**config.mk**
```make
export PLATFORM = sky130hd
export DESIGN_NAME = sitwu_top
export DESIGN_NICKNAME = d
export VERILOG_FILES = /design/src/hw/sitwu_top.v
export VERILOG_INCLUDE_DIRS = /design/src /design/src/hw
export SDC_FILE = /design/constraint.sdc
export NUM_CORES = 1
export LEC_CHECK = 0
export ABC_AREA = 1
export BUFFER_PORTS_ARGS = -buffer_cell sky130_fd_sc_hd__buf_2
export CAP_MARGIN = 10
export CORE_MARGIN = 3
export CORE_UTILIZATION = 48
export CTS_BUF_LIST = sky130_fd_sc_hd__clkbuf_4
export DETAILED_ROUTE_END_ITERATION = 16
export PLACE_DENSITY = 0.81
export SLEW_MARGIN = 20
export SYNTH_ARGS = -nofsm -noshare
export SYNTH_HDL_FRONTEND = slang
export SYNTH_SLANG_ARGS = --single-unit
```
**constraint.sdc**
```tcl
create_clock -name clk_sys -period 1.9 [get_ports clk_sys]
set_input_delay 0.095 -clock clk_sys [delete_from_list [all_inputs] [get_ports clk_sys]]
set_output_delay 0.095 -clock clk_sys [all_outputs]
set_load 0.02 [all_outputs]
```
**src/hw/sitwu_regs.vh**
```
// register map, field positions, reset values and timing for the two-wire unit
// assumes the includer compares addresses on their low five bits
`ifndef SITWU_REGS_VH
`define SITWU_REGS_VH

// byte offsets on the register bus
`define SITWU_OFS_DATA 5'h00
`define SITWU_OFS_BUF 5'h04
`define SITWU_OFS_STAT 5'h08
`define SITWU_OFS_CTRL 5'h0c
`define SITWU_OFS_PINS 5'h10
`define SITWU_OFS_HI 4
`define SITWU_OFS_W 5

// status fields
`define SITWU_ST_START 7
`define SITWU_ST_WRAP 6
`define SITWU_ST_STOP 5
`define SITWU_ST_COLL 4
`define SITWU_ST_CNT_HI 3
`define SITWU_ST_CNT_LO 0

// control fields
`define SITWU_CT_SIE 7
`define SITWU_CT_OIE 6
`define SITWU_CT_WM_HI 5
`define SITWU_CT_WM_LO 4
`define SITWU_CT_CS1 3
`define SITWU_CT_CS0 2
`define SITWU_CT_CLK 1
`define SITWU_CT_TC 0

// pin register fields
`define SITWU_PN_SCL_PORT 0
`define SITWU_PN_SDA_PORT 1
`define SITWU_PN_SCL_DIR 2
`define SITWU_PN_SDA_DIR 3

// wire modes
`define SITWU_WM_NONE 2'b00
`define SITWU_WM_THREE 2'b01
`define SITWU_WM_TWO 2'b10
`define SITWU_WM_TWO_HOLD 2'b11

// reset values and counter limits
`define SITWU_RST_BYTE 8'h00
`define SITWU_RST_CNT 4'h0
`define SITWU_RST_WM 2'b00
`define SITWU_RST_PINS 4'h3
`define SITWU_CNT_MAX 4'hf
`define SITWU_CNT_ONE 4'h1

// bus answers
`define SITWU_RESP_OKAY 2'b00
`define SITWU_RESP_SLVERR 2'b10

// timing: system clock rate and the sda delay seen by the start detector
`define SITWU_CLK_KHZ 10000
`define SITWU_SDA_DLY_NS 100

`endif

```
**src/hw/sitwu_top.v**
```verilog
// two-wire serial unit: shift register, 4-bit edge counter, output latch,
// clock hold control and start/stop detector behind an axi4-lite slave
// assumes open-drain scl/sda resolved outside, timer_match on clk_sys
//
// Operation
// - as slave, unit stretches scl by pulling it low at transfer start/end.
// - every bit clock advances the counter; overflow marks transfer end.
// - detected start sets the start flag, which may request an interrupt.
// - after start, scl is held low once it falls, until flag cleared.
// - in two-wire mode sda is sampled and shifted in on scl rising edge.
// - after eight bits the counter overflows; in the holding mode scl is forced low.
// - addressed slave acks low; counter preset to 14 rewraps after one bit.
// - direction bit one means slave drives sda; otherwise master drives it.
// - bytes continue until stop or repeated start; nack ends slave reception.
// - start detector sees sda delayed against scl for valid sampling.
// - start detector works only in two-wire modes.
// - start detector is sampled on clk_sys, so it needs the clock running.
// - external clock makes the counter count both scl edges.
// - counter preset to fifteen turns next edge into an overflow interrupt.
// - a software clock strobe advances the counter as a software interrupt.
// - cpu write of data register in a shift cycle wins; no shift.
// - register shifts left on external edge, timer match or software strobe.
// - msb drives data output through latch, open per clock select.
// - shift data reaches sda only with direction set; open latch passes msb.
// - byte copied to receive buffer at transfer end; reads have no side effect.
// - wrap flag set at 15 to 0, cleared by writing one, releases scl.
// - writing one clears the start flag and releases the start hold.
//
// The implementer's own choices: register access over AXI4-Lite and the register offsets.
`include "sitwu_regs.vh"

module sitwu_top #(
    parameter AW = 8
) (
    input wire clk_sys,
    input wire rst,
    input wire [AW-1:0] s_axi_awaddr,
    input wire [2:0] s_axi_awprot,
    input wire s_axi_awvalid,
    output wire s_axi_awready,
    input wire [31:0] s_axi_wdata,
    input wire [3:0] s_axi_wstrb,
    input wire s_axi_wvalid,
    output wire s_axi_wready,
    output wire [1:0] s_axi_bresp,
    output wire s_axi_bvalid,
    input wire s_axi_bready,
    input wire [AW-1:0] s_axi_araddr,
    input wire [2:0] s_axi_arprot,
    input wire s_axi_arvalid,
    output wire s_axi_arready,
    output wire [31:0] s_axi_rdata,
    output wire [1:0] s_axi_rresp,
    output wire s_axi_rvalid,
    input wire s_axi_rready,
    input wire scl_i,
    output wire scl_o,
    output wire scl_oe,
    input wire sda_i,
    output wire sda_o,
    output wire sda_oe,
    input wire timer_match,
    output wire irq_req
);

    // sda delay in cycles, rounded up and never below one
    localparam DLY_RAW = (`SITWU_SDA_DLY_NS * `SITWU_CLK_KHZ + 999999) / 1000000;
    localparam SDA_DLY = (DLY_RAW < 1) ? 1 : DLY_RAW;

    ////////////////////////////////////////////////////////////////////////
    // register bus slave
    ////////////////////////////////////////////////////////////////////////

    reg aw_v_r, w_v_r, w_s_r, bvalid_r, rvalid_r;
    reg [AW-1:0] aw_a_r;
    reg [7:0] w_d_r;
    reg [1:0] bresp_r, rresp_r;
    reg [31:0] rdata_r;
    wire do_wr, wr_hit, rd_hit, wr_en, wr_data, wr_stat, wr_ctrl, wr_pins;
    wire [7:0] wdat;
    wire [`SITWU_OFS_HI:0] wofs, rofs;

    // each address and data is held until both are present
    assign s_axi_awready = ~aw_v_r & ~bvalid_r;
    assign s_axi_wready = ~w_v_r & ~bvalid_r;
    assign s_axi_bvalid = bvalid_r;
    assign s_axi_bresp = bresp_r;
    assign s_axi_arready = ~rvalid_r;
    assign s_axi_rvalid = rvalid_r;
    assign s_axi_rresp = rresp_r;
    assign s_axi_rdata = rdata_r;

    assign do_wr = aw_v_r & w_v_r & ~bvalid_r;
    assign wofs = aw_a_r[`SITWU_OFS_HI:0];
    assign rofs = s_axi_araddr[`SITWU_OFS_HI:0];
    assign wr_hit = ~|aw_a_r[AW-1:`SITWU_OFS_W] &
        (wofs == `SITWU_OFS_DATA || wofs == `SITWU_OFS_BUF ||
         wofs == `SITWU_OFS_STAT || wofs == `SITWU_OFS_CTRL ||
         wofs == `SITWU_OFS_PINS);
    assign rd_hit = ~|s_axi_araddr[AW-1:`SITWU_OFS_W] &
        (rofs == `SITWU_OFS_DATA || rofs == `SITWU_OFS_BUF ||
         rofs == `SITWU_OFS_STAT || rofs == `SITWU_OFS_CTRL ||
         rofs == `SITWU_OFS_PINS);
    // only the low byte lane carries register bits
    assign wr_en = do_wr & wr_hit & w_s_r;
    assign wr_data = wr_en & (wofs == `SITWU_OFS_DATA);
    assign wr_stat = wr_en & (wofs == `SITWU_OFS_STAT);
    assign wr_ctrl = wr_en & (wofs == `SITWU_OFS_CTRL);
    assign wr_pins = wr_en & (wofs == `SITWU_OFS_PINS);
    assign wdat = w_d_r;

    // write channel capture and response
    always @(posedge clk_sys or posedge rst)
    begin
        if (rst)
        begin
            aw_v_r <= 1'b0;
            aw_a_r <= {AW{1'b0}};
            w_v_r <= 1'b0;
            w_d_r <= `SITWU_RST_BYTE;
            w_s_r <= 1'b0;
            bvalid_r <= 1'b0;
            bresp_r <= `SITWU_RESP_OKAY;
        end
        else
        begin
            if (s_axi_awvalid & s_axi_awready)
            begin
                aw_v_r <= 1'b1;
                aw_a_r <= s_axi_awaddr;
            end
            if (s_axi_wvalid & s_axi_wready)
            begin
                w_v_r <= 1'b1;
                w_d_r <= s_axi_wdata[7:0];
                w_s_r <= s_axi_wstrb[0];
            end
            if (do_wr)
            begin
                aw_v_r <= 1'b0;
                w_v_r <= 1'b0;
                bvalid_r <= 1'b1;
                bresp_r <= wr_hit ? `SITWU_RESP_OKAY : `SITWU_RESP_SLVERR;
            end
            else if (bvalid_r & s_axi_bready)
            begin
                bvalid_r <= 1'b0;
            end
        end
    end

    ////////////////////////////////////////////////////////////////////////
    // pin synchronisers and sda delay
    ////////////////////////////////////////////////////////////////////////

    reg [1:0] scl_sync_r, sda_sync_r;
    reg scl_q_r, sda_del_q_r;
    wire scl_s, sda_s, sda_del;
    wire [SDA_DLY:0] sda_chain;

    // two flops per pin; the first is read only by the second
    always @(posedge clk_sys or posedge rst)
    begin
        if (rst)
        begin
            scl_sync_r <= 2'b11;
            sda_sync_r <= 2'b11;
            scl_q_r <= 1'b1;
            sda_del_q_r <= 1'b1;
        end
        else
        begin
            scl_sync_r <= {scl_sync_r[0], scl_i};
            sda_sync_r <= {sda_sync_r[0], sda_i};
            scl_q_r <= scl_s;
            sda_del_q_r <= sda_del;
        end
    end
    assign scl_s = scl_sync_r[1];
    assign sda_s = sda_sync_r[1];
    assign sda_chain[0] = sda_s;

    genvar g;
    generate
        for (g = 0; g < SDA_DLY; g = g + 1)
        begin : g_dly
            reg stage_r;
            always @(posedge clk_sys or posedge rst)
            begin
                if (rst)
                    stage_r <= 1'b1;
                else
                    stage_r <= sda_chain[g];
            end
            assign sda_chain[g+1] = stage_r;
        end
    endgenerate
    assign sda_del = sda_chain[SDA_DLY];

    ////////////////////////////////////////////////////////////////////////
    // control state, clock sources, shift register and counter
    ////////////////////////////////////////////////////////////////////////

    reg [7:0] sdr_r, sdr_nxt, buf_r;
    reg [3:0] cnt_r, cnt_nxt, pins_r;
    reg [1:0] wm_r;
    reg sie_r, oie_r, cs1_r, cs0_r, strobe_cnt_r, start_r, wrap_r, stop_r;
    reg start_hold_r, latch_r, scl_oe_r, sda_oe_r, irq_r;
    wire scl_rise, scl_fall, two_wire, sw_clk, tc, tc_mode, shift_evt, cnt_evt, wrap;
    wire start_det, stop_det, start_nxt, ovf_hold, latch_open, coll, scl_low, sda_low;

    assign scl_rise = scl_s & ~scl_q_r;
    assign scl_fall = ~scl_s & scl_q_r;
    assign two_wire = wm_r[1];

    // strobes act on the written value, not on stored state
    assign sw_clk = wr_ctrl & wdat[`SITWU_CT_CLK] & ~wdat[`SITWU_CT_CS1];
    assign tc = wr_ctrl & wdat[`SITWU_CT_TC];
    assign tc_mode = wr_ctrl ? (wdat[`SITWU_CT_CLK] & wdat[`SITWU_CT_CS1]) : strobe_cnt_r;

    // external mode 0 shifts on scl rising edge
    assign shift_evt = cs1_r ? (cs0_r ? scl_fall : scl_rise) :
        (cs0_r ? timer_match : sw_clk);
    assign cnt_evt = cs1_r ? (tc_mode ? tc : (scl_rise | scl_fall)) : shift_evt;

    // cpu write beats a shift in the same cycle
    always @*
    begin
        sdr_nxt = sdr_r;
        if (wr_data)
            sdr_nxt = wdat;
        else if (shift_evt)
            sdr_nxt = {sdr_r[6:0], sda_s};
    end

    // counter advances with each bit clock
    always @*
    begin
        cnt_nxt = cnt_r;
        if (wr_stat)
            cnt_nxt = wdat[`SITWU_ST_CNT_HI:`SITWU_ST_CNT_LO];
        else if (cnt_evt)
            cnt_nxt = cnt_r + `SITWU_CNT_ONE;
    end

    // preset to maximum makes the next edge wrap
    assign wrap = cnt_evt & ~wr_stat & (cnt_r == `SITWU_CNT_MAX);

    // sampled on clk_sys, so it needs the clock running
    assign start_det = two_wire & scl_s & sda_del_q_r & ~sda_del;
    assign stop_det = two_wire & scl_s & ~sda_del_q_r & sda_del;

    // write one clears the start flag
    assign start_nxt = start_det | (start_r & ~(wr_stat & wdat[`SITWU_ST_START]));

    // overflow hold in the holding two-wire mode
    // software presets 14 so one ack bit rewraps here
    assign ovf_hold = (wm_r == `SITWU_WM_TWO_HOLD) & wrap_r;

    // latch closed on the sampling half of an external clock
    assign latch_open = ~cs1_r | (scl_s == cs0_r);
    assign coll = two_wire & (sda_s != latch_r);

    // slave stretching through start or overflow hold
    assign scl_low = (pins_r[`SITWU_PN_SCL_DIR] & ~pins_r[`SITWU_PN_SCL_PORT]) |
        start_hold_r | ovf_hold;
    // shift data reaches sda only when direction is output
    // slave drives read data by setting the sda direction
    assign sda_low = pins_r[`SITWU_PN_SDA_DIR] &
        ~(pins_r[`SITWU_PN_SDA_PORT] & (~two_wire | latch_r));

    // open drain, pins only ever driven low
    assign scl_o = 1'b0;
    assign sda_o = 1'b0;
    assign scl_oe = scl_oe_r;
    assign sda_oe = sda_oe_r;
    assign irq_req = irq_r;

    // serial datapath, flags and holds
    always @(posedge clk_sys or posedge rst)
    begin
        if (rst)
        begin
            sdr_r <= `SITWU_RST_BYTE;
            buf_r <= `SITWU_RST_BYTE;
            cnt_r <= `SITWU_RST_CNT;
            start_r <= 1'b0;
            wrap_r <= 1'b0;
            stop_r <= 1'b0;
            start_hold_r <= 1'b0;
            latch_r <= 1'b0;
            scl_oe_r <= 1'b0;
            sda_oe_r <= 1'b0;
            irq_r <= 1'b0;
        end
        else
        begin
            sdr_r <= sdr_nxt;
            cnt_r <= cnt_nxt;
            // completed byte copied to receive buffer
            if (wrap)
                buf_r <= sdr_nxt;
            wrap_r <= wrap | (wrap_r & ~(wr_stat & wdat[`SITWU_ST_WRAP]));
            stop_r <= stop_det | (stop_r & ~(wr_stat & wdat[`SITWU_ST_STOP]));
            start_r <= start_nxt;
            // hold from first scl fall after start until flag clear
            start_hold_r <= start_nxt & two_wire & (start_hold_r | scl_fall);
            if (latch_open)
                latch_r <= sdr_nxt[7];
            scl_oe_r <= scl_low;
            sda_oe_r <= sda_low;
            irq_r <= (start_r & sie_r) | (wrap_r & oie_r);
        end
    end

    // control and pin registers; scl port bit toggles on strobe
    always @(posedge clk_sys or posedge rst)
    begin
        if (rst)
        begin
            sie_r <= 1'b0;
            oie_r <= 1'b0;
            wm_r <= `SITWU_RST_WM;
            cs1_r <= 1'b0;
            cs0_r <= 1'b0;
            strobe_cnt_r <= 1'b0;
            pins_r <= `SITWU_RST_PINS;
        end
        else
        begin
            if (wr_ctrl)
            begin
                sie_r <= wdat[`SITWU_CT_SIE];
                oie_r <= wdat[`SITWU_CT_OIE];
                wm_r <= wdat[`SITWU_CT_WM_HI:`SITWU_CT_WM_LO];
                cs1_r <= wdat[`SITWU_CT_CS1];
                cs0_r <= wdat[`SITWU_CT_CS0];
                strobe_cnt_r <= tc_mode;
            end
            if (wr_pins)
                pins_r <= wdat[3:0];
            else if (tc)
                pins_r[`SITWU_PN_SCL_PORT] <= ~pins_r[`SITWU_PN_SCL_PORT];
        end
    end

    ////////////////////////////////////////////////////////////////////////
    // read channel
    ////////////////////////////////////////////////////////////////////////

    reg [7:0] rbyte;

    // reads have no side effects on any flag
    always @*
    begin
        rbyte = 8'h00;
        case (rofs)
            `SITWU_OFS_DATA: rbyte = sdr_r;
            `SITWU_OFS_BUF: rbyte = buf_r;
            `SITWU_OFS_STAT: rbyte = {start_r, wrap_r, stop_r, coll, cnt_r};
            `SITWU_OFS_CTRL: rbyte = {sie_r, oie_r, wm_r, cs1_r, cs0_r, 2'b00};
            `SITWU_OFS_PINS: rbyte = {4'h0, pins_r};
            default: rbyte = 8'h00;
        endcase
    end

    always @(posedge clk_sys or posedge rst)
    begin
        if (rst)
        begin
            rvalid_r <= 1'b0;
            rresp_r <= `SITWU_RESP_OKAY;
            rdata_r <= 32'h0000_0000;
        end
        else if (s_axi_arvalid & ~rvalid_r)
        begin
            rvalid_r <= 1'b1;
            rresp_r <= rd_hit ? `SITWU_RESP_OKAY : `SITWU_RESP_SLVERR;
            rdata_r <= rd_hit ? {24'h00_0000, rbyte} : 32'h0000_0000;
        end
        else if (rvalid_r & s_axi_rready)
        begin
            rvalid_r <= 1'b0;
        end
    end

endmodule

```
## Word-level counts from Yosys, hierarchy flattened

Cells that the tools add are included.

- Mux-type cells: 24
- Bitwise gates (word level): 72
- Reductions and logical operators: 20
- Add/sub/neg operators: 1
- Equal/unequal tests: 12

Operator list:

| kind | count |
|---|---|
| $and 1x1->1 | 45 |
| $pmux 8 s5 | 1 |
| $mux 8 | 3 |
| $eq 5x4->1 const B | 4 |
| $not 1->1 | 17 |
| $mux 1 | 16 |
| $reduce_bool 2->1 | 6 |
| $eq 5x3->1 const B | 2 |
| $eq 5x5->1 const B | 2 |
| $logic_not 5->1 | 2 |
| $or 1x1->1 | 10 |
| $logic_or 1x1->1 | 8 |
| $mux 4 | 2 |
| $reduce_or 3->1 | 2 |
| $add 4x1->4 const B | 1 |
| $eq 4x4->1 const B | 1 |
| $mux 2 | 2 |
| $eq 2x2->1 const B | 1 |
| $logic_not 1->1 | 2 |
| $eq 1x1->1 | 1 |
| $ne 1x1->1 | 1 |

- Logic and storage cells: 163
- Register bits: 103

## Longest topological paths before layout

Gate-level depths: netlist (run 1).

- Depth after elaboration: 17
- Gate-level depth with buffers: 14

## Least setup slack after synthesis (run 1)

No wires, ideal clock.

- Path type: reg2reg
- Start: register scl_sync_r[1]
- End: register buf_r[7]
- Buffers on the path: 0
- Setup time: 65 ps
- Data required time: 1835 ps
- Arrival: 1688 ps
- Path slack: 147 ps
- Cell stages (with the launch flop): 10
- Cells stage by stage: dfstp_2 > inv_1 > ha_1 > o21ai_1 > nand2_2 > nand2_1 > nand3_1 > nand2_2 > nand3_1 > nand2_1

- Elaborated cells on any way between the ends: 12

RTL lines:

| what | RTL line | text |
|---|---|---|
| start, declared | sitwu_top.v:156 | `reg [1:0] scl_sync_r, sda_sync_r;` |
| start signal, assigned | sitwu_top.v:173 | `scl_sync_r <= {scl_sync_r[0], scl_i};` |
| $not 1->1 | sitwu_top.v:213 | `assign scl_fall = ~scl_s & scl_q_r;` |
| $and 1x1->1 | sitwu_top.v:213 |  |
| $mux 1 (*) (2 in a row) | sitwu_top.v:222 | `assign shift_evt = cs1_r ? (cs0_r ? scl_fall : scl_rise) :` |
| $mux 8 (*) | sitwu_top.v:232 | `else if (shift_evt)` |
| $mux 8 (*) | sitwu_top.v:230 | `if (wr_data)` |
| named net sdr_nxt[7] | sitwu_top.v:204 | `reg [7:0] sdr_r, sdr_nxt, buf_r;` |
| end signal, assigned | sitwu_top.v:285 | `` buf_r <= `SITWU_RST_BYTE; `` |
| end signal, assigned | sitwu_top.v:302 | `buf_r <= sdr_nxt;` |
| end, declared | sitwu_top.v:204 |  |

The timed path passes the listed nets; every way through them passes the cells marked *.
A chain may end at the register's enable or synchronous reset.

## Worst setup path after layout (run 1)

- Start: register aw_a_r[0]
- End: register buf_r[0]

- Longest elaborated chain between the ends: 16
- Elaborated cells on any way between the ends: 28

Ends and longest elaborated chain:

| what | RTL line | text |
|---|---|---|
| start, declared | sitwu_top.v:75 | `reg [AW-1:0] aw_a_r;` |
| start signal, assigned | sitwu_top.v:118 | `aw_a_r <= {AW{1'b0}};` |
| start signal, assigned | sitwu_top.v:130 | `aw_a_r <= s_axi_awaddr;` |
| $eq 5x3->1 (no source line) or $logic_not 5->1 (tied branches) | -- |  |
| $logic_or 1x1->1 (no source line) (4 in a row) | -- |  |
| $and 1x1->1 | sitwu_top.v:96 | `` assign wr_hit = ~\|aw_a_r[AW-1:`SITWU_OFS_W] & `` |
| $and 1x1->1 (2 in a row) | sitwu_top.v:105 | `assign wr_en = do_wr & wr_hit & w_s_r;` |
| $and 1x1->1 | sitwu_top.v:108 | `` assign wr_ctrl = wr_en & (wofs == `SITWU_OFS_CTRL); `` |
| $and 1x1->1 (2 in a row) | sitwu_top.v:217 | `` assign sw_clk = wr_ctrl & wdat[`SITWU_CT_CLK] & ~wdat[`SITWU_CT_CS1]; `` |
| $mux 1 | sitwu_top.v:223 | `(cs0_r ? timer_match : sw_clk);` |
| $mux 1 | sitwu_top.v:222 |  |
| $mux 1 | sitwu_top.v:224 | `assign cnt_evt = cs1_r ? (tc_mode ? tc : (scl_rise \| scl_fall)) : shift_evt;` |
| $and 1x1->1 (2 in a row) | sitwu_top.v:247 | `` assign wrap = cnt_evt & ~wr_stat & (cnt_r == `SITWU_CNT_MAX); `` |

Parallel ways exist; a longest one is shown, timed or not.

==> qor.csv, run 1 <==
stage,metric,value,unit
power_and_ir_drop,Final Power,4.264,mW
sta,setup TNS,-0.08284,ns
grt,first-pass GRT wire length,13.64,mm
sta,"Period Utilization, post-route",1.013,
setup_path,path depth of the worst reg2reg path,13,
synthesis,ys async rst share,1.000,
layout,nets,604,
cts,CTS tree,done,
detailed_routing,drt total wl,8.645,mm
placed_design,GP Congestion,0.8762,
synthesis,Syn Inst Count,434,
floorplanning,# IOs,114,
floorplanning,DIE HEIGHT,94.68,µm
sta,Post-Route Skew,0.01011,ns
setup_path,cell mode on critical path,nand2_2,
layout,fin area,0.004702,mm²
synthesis,post-synthesis cell type count,36,
setup_path,CP peak stage delay,0.42,ns
floorplanning,die width,94.68,µm
setup_path,Critical Path Sink Type,flop,
setup_path,"Critical Path, Cell by Cell",nor2_4 -> nand2_2 -> nand2_2 -> nand2_2 -> nor2_4 -> nand2_2 -> nand2_2 -> nand3_2 -> nand2_2 -> nand2_4 -> a21oi_4 -> nand3_2 -> nand2_1,
grt,initial antenna violation count,0,
synthesis,Ys Warns,0,
cts,CTS Buf Count,9,
sta,Setup Viol. Count Final,7,
floorplanning,Die Area,0.008964,mm²
setup_path,critical path type,reg2reg,
grt,gr usage total,0.1966,
cts,clock-pin slew on the worst setup and hold paths,0.12,ns
detailed_routing,Detailed Routing Iterations Pass 1,4,
detailed_routing,routed via count,3258,
sta,Final Hold Viols,0,
cts,TritonCTS Sinks,77,
power_and_ir_drop,VDD IR max,1.078,mV
synthesis,sequential area share after synthesis,0.5134,
power_and_ir_drop,Pwr Density,906.8,mW/mm²
synthesis,top flip-flop cell by instance count after synthesis,dfrtp_1,
status,status,finished with violations,
detailed_routing,# DRC,0,
detailed_routing,Antenna Nets Post-Route,0,
synthesis,syn_area_per_cell,8.698,µm²
cts,root buf cell,clkbuf_4,
cts,H-tree lvl count,3,
synthesis,Mapped Area,0.003775,mm²
layout,fraction of layout cells with a size suffix above 1,0.2639,
grt,vias in the first global route,2970,
floorplanning,Rows,31,
placed_design,dpl cells,594,
sta,RSZ-0062 raised after global routing,yes,
sta,Rel. slew slack,0.6237,
cts,worst-skew pair later-pin latency,0.42,ns
sta,post-route minimum period,1.925,ns
min_path,Hold Path Stages,3,
layout,fin cells,637,
synthesis,#FFs+latches synth,77,
detailed_routing,routed vias/inst,5.115,
detailed_routing,First DRT Iteration DRCs,211,
layout,Area Overhead vs Synth,24.56,%
detailed_routing,WL/cell,13.57,µm
sta,Worst-Margin Slew,0.5632,ns
setup_path,R2R Setup Slk,-0.03,ns
grt,Overflow after GRT,0,
sta,setup ws final,-0.02548,ns
placed_design,input/output buffers,52,
min_path,Hold Crit Class,in2reg,
cts,clk buf depth,2,
setup_path,worst-path fanout max,8,
status,failing checks,negative setup slack,
synthesis,Post-synth EDFFs,0,
grt,largest net degree at the start of global routing,78,
sta,fmax,0.5194,GHz
sta,final slew viol count,0,
layout,n_diodes,0,
placed_design,placed inst area,0.004149,mm²
power_and_ir_drop,Pleak,2.353,nW
setup_path,CP max-delay cell,dfrtp_1,
floorplanning,Starting Density,0.5069,
run,max_cap viols,0,
placed_design,dpl hpwl,5.985,mm
setup_path,Worst Setup Start Kind,flop,
setup_path,Worst EP required,2.27,ns
setup_path,Worst Path Arrival,2.29,ns
floorplanning,area of the core,0.007447,mm²
cell usage after synthesis (all sizes together), types with 6 or more instances:
cell / n / area [µm²]
mux2: 9 / 101.4
o21ai: 32 / 160.2
dfrtp: 68 / 1702
dfstp: 9 / 236.5
a221oi: 6 / 52.55
inv: 54 / 202.7
buf: 29 / 221.5
nand4: 6 / 37.54
nand3: 36 / 200.2
a21oi: 13 / 76.33
nor2: 34 / 160.1
nand2: 114 / 442.9
sequential cells by signal, summed over array words and instances (netlist names), 2 cells and up:
register     cells
aw_a_r           8
buf_r            8
s_axi_rdata      8
sdr_r            8
w_d_r            8
cnt_r            4
pins_r           4
scl_sync_r       2
sda_sync_r       2
wm_r             2
layout make-up:
cell class | instances | area [µm²]
clock buffer | 10 | 75.07
clock inverter | 6 | 86.33
fill | 613 | 2745
inverter | 54 | 206.4
multi-input combinational | 300 | 1648
sequential | 77 | 1938
tap | 99 | 123.9
timing repair buffer | 91 | 624.3
placed cells by master, fill, tap and decap left out, types with 2 or more instances in the layout:
| cell | synthesis | layout |
|---|---|---|
| nor2_4 | 3 | 4 |
| inv_1 | 52 | 51 |
| nand2_4 | 0 | 5 |
| buf_4 | 28 | 15 |
| o21ai_1 | 4 | 4 |
| dfstp_2 | 9 | 9 |
| nand3_2 | 4 | 10 |
| nand2_1 | 108 | 100 |
| dfrtp_1 | 68 | 68 |
| nor2_2 | 4 | 4 |
| nand3_4 | 0 | 3 |
| o22ai_1 | 3 | 3 |
| o2111ai_1 | 2 | 2 |
| mux2_2 | 9 | 9 |
| buf_2 | 0 | 52 |
| ha_1 | 3 | 3 |
| nand2_2 | 6 | 9 |
| conb_1 | 1 | 28 |
| a221oi_1 | 6 | 6 |
| o211ai_1 | 2 | 2 |
| dlygate4sd3_1 | 0 | 22 |
| o21ai_0 | 28 | 28 |
| clkbuf_4 | 0 | 10 |
| nor2_1 | 27 | 26 |
| inv_2 | 2 | 2 |
| nand4_1 | 6 | 6 |
| a21oi_1 | 12 | 12 |
| nand3_1 | 32 | 24 |
| bufinv_16 | 0 | 2 |
layer usage:
layer / global-route usage / wire, µm / share of wire
met1: 0.2514 / 3457 / 0.40
met2: 0.3277 / 4395 / 0.51
met3: 0.03665 / 636 / 0.074
met4: 0.08173 / 156 / 0.018
met5: 0 / 0 / 0
kinds of logic after synthesis:
family / count (synthesis) / synth area share
XOR/XNOR: 2 / 0.004641
buffers and inverters: 86 / 0.1153
adder cells (fa/ha/maj): 3 / 0.009945
multiplexers: 9 / 0.02685
flip-flops: 77 / 0.5134
other: 1 / 0.0009934
AND/OR/NAND/NOR: 192 / 0.2257
AO/OA/AOI/OAI: 64 / 0.1031
worst paths after layout:
path	start	end
max	aw_a_r[0]$_DFFE_PP0P_	buf_r[0]$_DFFE_PP0P_
min	s_axi_arvalid	s_axi_rvalid$_DFFE_PP0P_
max reg2reg	aw_a_r[0]$_DFFE_PP0P_	buf_r[0]$_DFFE_PP0P_
min reg2reg	sda_sync_r[0]$_DFF_PP1_	sda_sync_r[1]$_DFF_PP1_
max in group asynchronous	rst	pins_r[0]$_DFFE_PP1P_
min in group asynchronous	rst	s_axi_rdata[0]$_DFFE_PP0P_
where the power goes:
| group | internal [mW] | switching (mW) |
|---|---|---|
| clock network | 0.549 | 0.558 |
| registers | 1.90 | 0.246 |
| logic | 0.401 | 0.609 |
worst max-delay path, delay by kind of cell (launching register included):
kind	cells	cell delay, ns
flip-flops	1	0.42
AO/OA/AOI/OAI	1	0.30
AND/OR/NAND/NOR	12	1.14
through the flow:
stage | hold WS [ns] | setup slack [ns] | util
after floorplan | 0.09948 | 0.1473 | -
after global placement | 0.1993 | 0.06202 | 0.5571
after detailed placement | 0.2026 | -0.01161 | 0.5571
after CTS | 0.1098 | 0.001879 | 0.6111
after global routing | 0.1623 | -0.1726 | 0.6314
final | 0.1260 | -0.02548 | 0.6314
what timing repair did:
| item | CTS | global route |
|---|---|---|
| pin swaps | 0 | 14 |
| setup buffers | 0 | 3 |
| hold buffers | 22 | 0 |
| endpoints found under the setup margin | 9 | 16 |
| gates cloned | 0 | 2 |
| resized for setup | 4 | 24 |
| hold endpoints to repair | 89 | 0 |
Note: power is estimated with default switching activity, not from simulation.
==> run 2: changes to the inputs <==
--- a/config.mk
+++ b/config.mk
@@ -18,3 +18,4 @@
 export SYNTH_ARGS = -nofsm -noshare
 export SYNTH_HDL_FRONTEND = slang
 export SYNTH_SLANG_ARGS = --single-unit
+export TNS_END_PERCENT = 20
==> qor.csv, run 2 (synthesis gave the netlist of run 1 again) <==
stage,metric,value,unit
grt,first-pass GRT wire length,13.64,mm
setup_path,Worst Path Arrival,2.31,ns
sta,setup ws final,-0.04442,ns
grt,largest net degree at the start of global routing,78,
sta,fmax,0.5143,GHz
layout,post-layout util,0.6275,
layout,"most common cell after layout, fill and taps aside",nand2_1,
layout,n_diodes,0,
cts,worst-skew pair later-pin latency,0.42,ns
power_and_ir_drop,VDD IR max,1.088,mV
detailed_routing,routed via count,3229,
cts,clk buf depth,2,
layout,Area Overhead vs Synth,23.80,%
detailed_routing,First DRT Iteration DRCs,228,
detailed_routing,Detailed Routing Iterations Pass 1,6,
status,status,finished with violations,
cts,CTS tree,done,
sta,Worst-Margin Slew,0.5671,ns
power_and_ir_drop,Psw,1.407,mW
setup_path,worst-path fanout max,8,
detailed_routing,# DRC,0,
setup_path,Critical Path Sink Type,flop,
grt,initial antenna violation count,0,
setup_path,critical path type,reg2reg,
layout,Fillers,622,
detailed_routing,WL/cell,13.38,µm
floorplanning,Starting Density,0.5069,
floorplanning,die width,94.68,µm
detailed_routing,drt total wl,8.497,mm
detailed_routing,routed vias/inst,5.085,
setup_path,cell mode on critical path,nand2_2,
cts,H-tree lvl count,3,
power_and_ir_drop,sequential power share,0.504,
power_and_ir_drop,Pleak,2.339,nW
min_path,Hold Crit Class,in2reg,
floorplanning,DIE HEIGHT,94.68,µm
floorplanning,area of the core,0.007447,mm²
layout,"commonest cells after routing, fill and taps aside","nand2_1 (100), dfrtp_1 (68), buf_2 (52), inv_1 (51)",
power_and_ir_drop,Comb pwr share,0.236,
cts,clock-pin slew on the worst setup and hold paths,0.12,ns
layout,fraction of layout cells with a size suffix above 1,0.2575,
sta,post-route minimum period,1.944,ns
sta,"Period Utilization, post-route",1.023,
layout,nets,602,
layout,fin cells,635,
floorplanning,Die Area,0.008964,mm²
grt,vias in the first global route,2970,
run,max_cap viols,0,
sta,Rel. slew slack,0.6210,
sta,final slew viol count,0,
placed_design,placed inst area,0.004149,mm²
setup_path,"Critical Path, Cell by Cell",nor2_4 -> nand2_2 -> nand2_2 -> nand2_2 -> nor2_4 -> nand2_2 -> nand2_2 -> nand3_2 -> nand2_2 -> nand2_4 -> a21oi_4 -> nand3_2 -> nand2_1,
power_and_ir_drop,Pwr Density,911.1,mW/mm²
setup_path,CP peak stage delay,0.42,ns
placed_design,input/output buffers,52,
power_and_ir_drop,P_int,2.850,mW
sta,Post-Route Skew,0.009646,ns
grt,gr usage total,0.1966,
sta,RSZ-0062 raised after global routing,yes,
setup_path,Worst EP required,2.26,ns
power_and_ir_drop,sw frac,0.3305,
cts,TritonCTS Sinks,77,
placed_design,GP Congestion,0.8762,
power_and_ir_drop,clock power share,0.260,
sta,Setup Viol. Count Final,7,
layout,fin area,0.004673,mm²
sta,Final Hold Viols,0,
cts,root buf cell,clkbuf_4,
floorplanning,# IOs,114,
setup_path,Worst Setup Start Kind,flop,
sta,worst hold slack,0.1242,ns
detailed_routing,Antenna Nets Post-Route,0,
grt,Overflow after GRT,0,
placed_design,dpl hpwl,5.985,mm
cts,CTS Buf Count,9,
floorplanning,Rows,31,
status,failing checks,negative setup slack,
placed_design,dpl cells,594,
setup_path,CP max-delay cell,dfrtp_1,
-- run 2: worst paths after layout --
path	end	from	slack, ns	depth (start not counted)
max	buf_r[0]$_DFFE_PP0P_	aw_a_r[0]$_DFFE_PP0P_	-0.04	13
min	s_axi_rdata[7]$_DFFE_PP0P_	s_axi_araddr[7]	0.12	4
max reg2reg	buf_r[0]$_DFFE_PP0P_	aw_a_r[0]$_DFFE_PP0P_	-0.04	13
min reg2reg	sda_sync_r[1]$_DFF_PP1_	sda_sync_r[0]$_DFF_PP1_	0.36	0
max in group asynchronous	scl_sync_r[0]$_DFF_PP1_	rst	1.24	4
min in group asynchronous	w_d_r[2]$_DFFE_PP0P_	rst	0.32	4
-- run 2: layout make-up --
type	instances	area (µm²)	share of cell area
Multi-Input combinational cell	299	1627	0.3481
Clock buffer	10	75.07	0.01606
Timing Repair Buffer	90	616.8	0.1320
Tap cell	99	123.9	0.02651
Clock inverter	6	86.33	0.01847
Sequential cell	77	1938	0.4147
Inverter	54	206.4	0.04418
-- run 2: critical path, delay by kind of cell, from the launching register on --
kind	cells	cell delay, ns
simple gates	12	1.16
flops	1	0.42
compound gates	1	0.30
-- run 2: layer usage --
layer,GRT usage,share of wire
met1,0.2514,0.41
met2,0.3277,0.50
met3,0.03665,0.072
met4,0.08173,0.020
met5,0,0
-- run 2: power groups by stage --
stage          Combinational, mW  Clock, mW  Sequential (mW)
6_report                    1.01       1.11             2.14
3_3_place_gp               0.889          0             2.14
3_5_place_dp               0.925          0             2.16
5_1_grt                     1.13       1.22             2.18
2_1_floorplan              0.669          0             2.13
4_1_cts                    0.975       1.13             2.13
-- run 2: per-stage QoR --
stage | setup TNS (ns) | worst slack (ns) | power [mW]
floorplan | 0 | 0.1473 | 2.799
detailed placement | -0.03455 | -0.01161 | 3.089
CTS | 0 | 0.001879 | 4.244
global route | -1.408 | -0.1630 | 4.535
finish | -0.1604 | -0.04442 | 4.258
global placement | 0 | 0.06202 | 3.034
-- run 2: timing repair --
| action | in CTS | in global routing |
|---|---|---|
| hold buffers | 22 | 0 |
| gates resized for setup | 4 | 22 |
| pin swaps | 0 | 12 |
| endpoints found under the setup margin | 9 | 16 |
| hold endpoints to repair | 89 | 0 |
| gates cloned | 0 | 1 |
| buffers inserted | 0 | 2 |
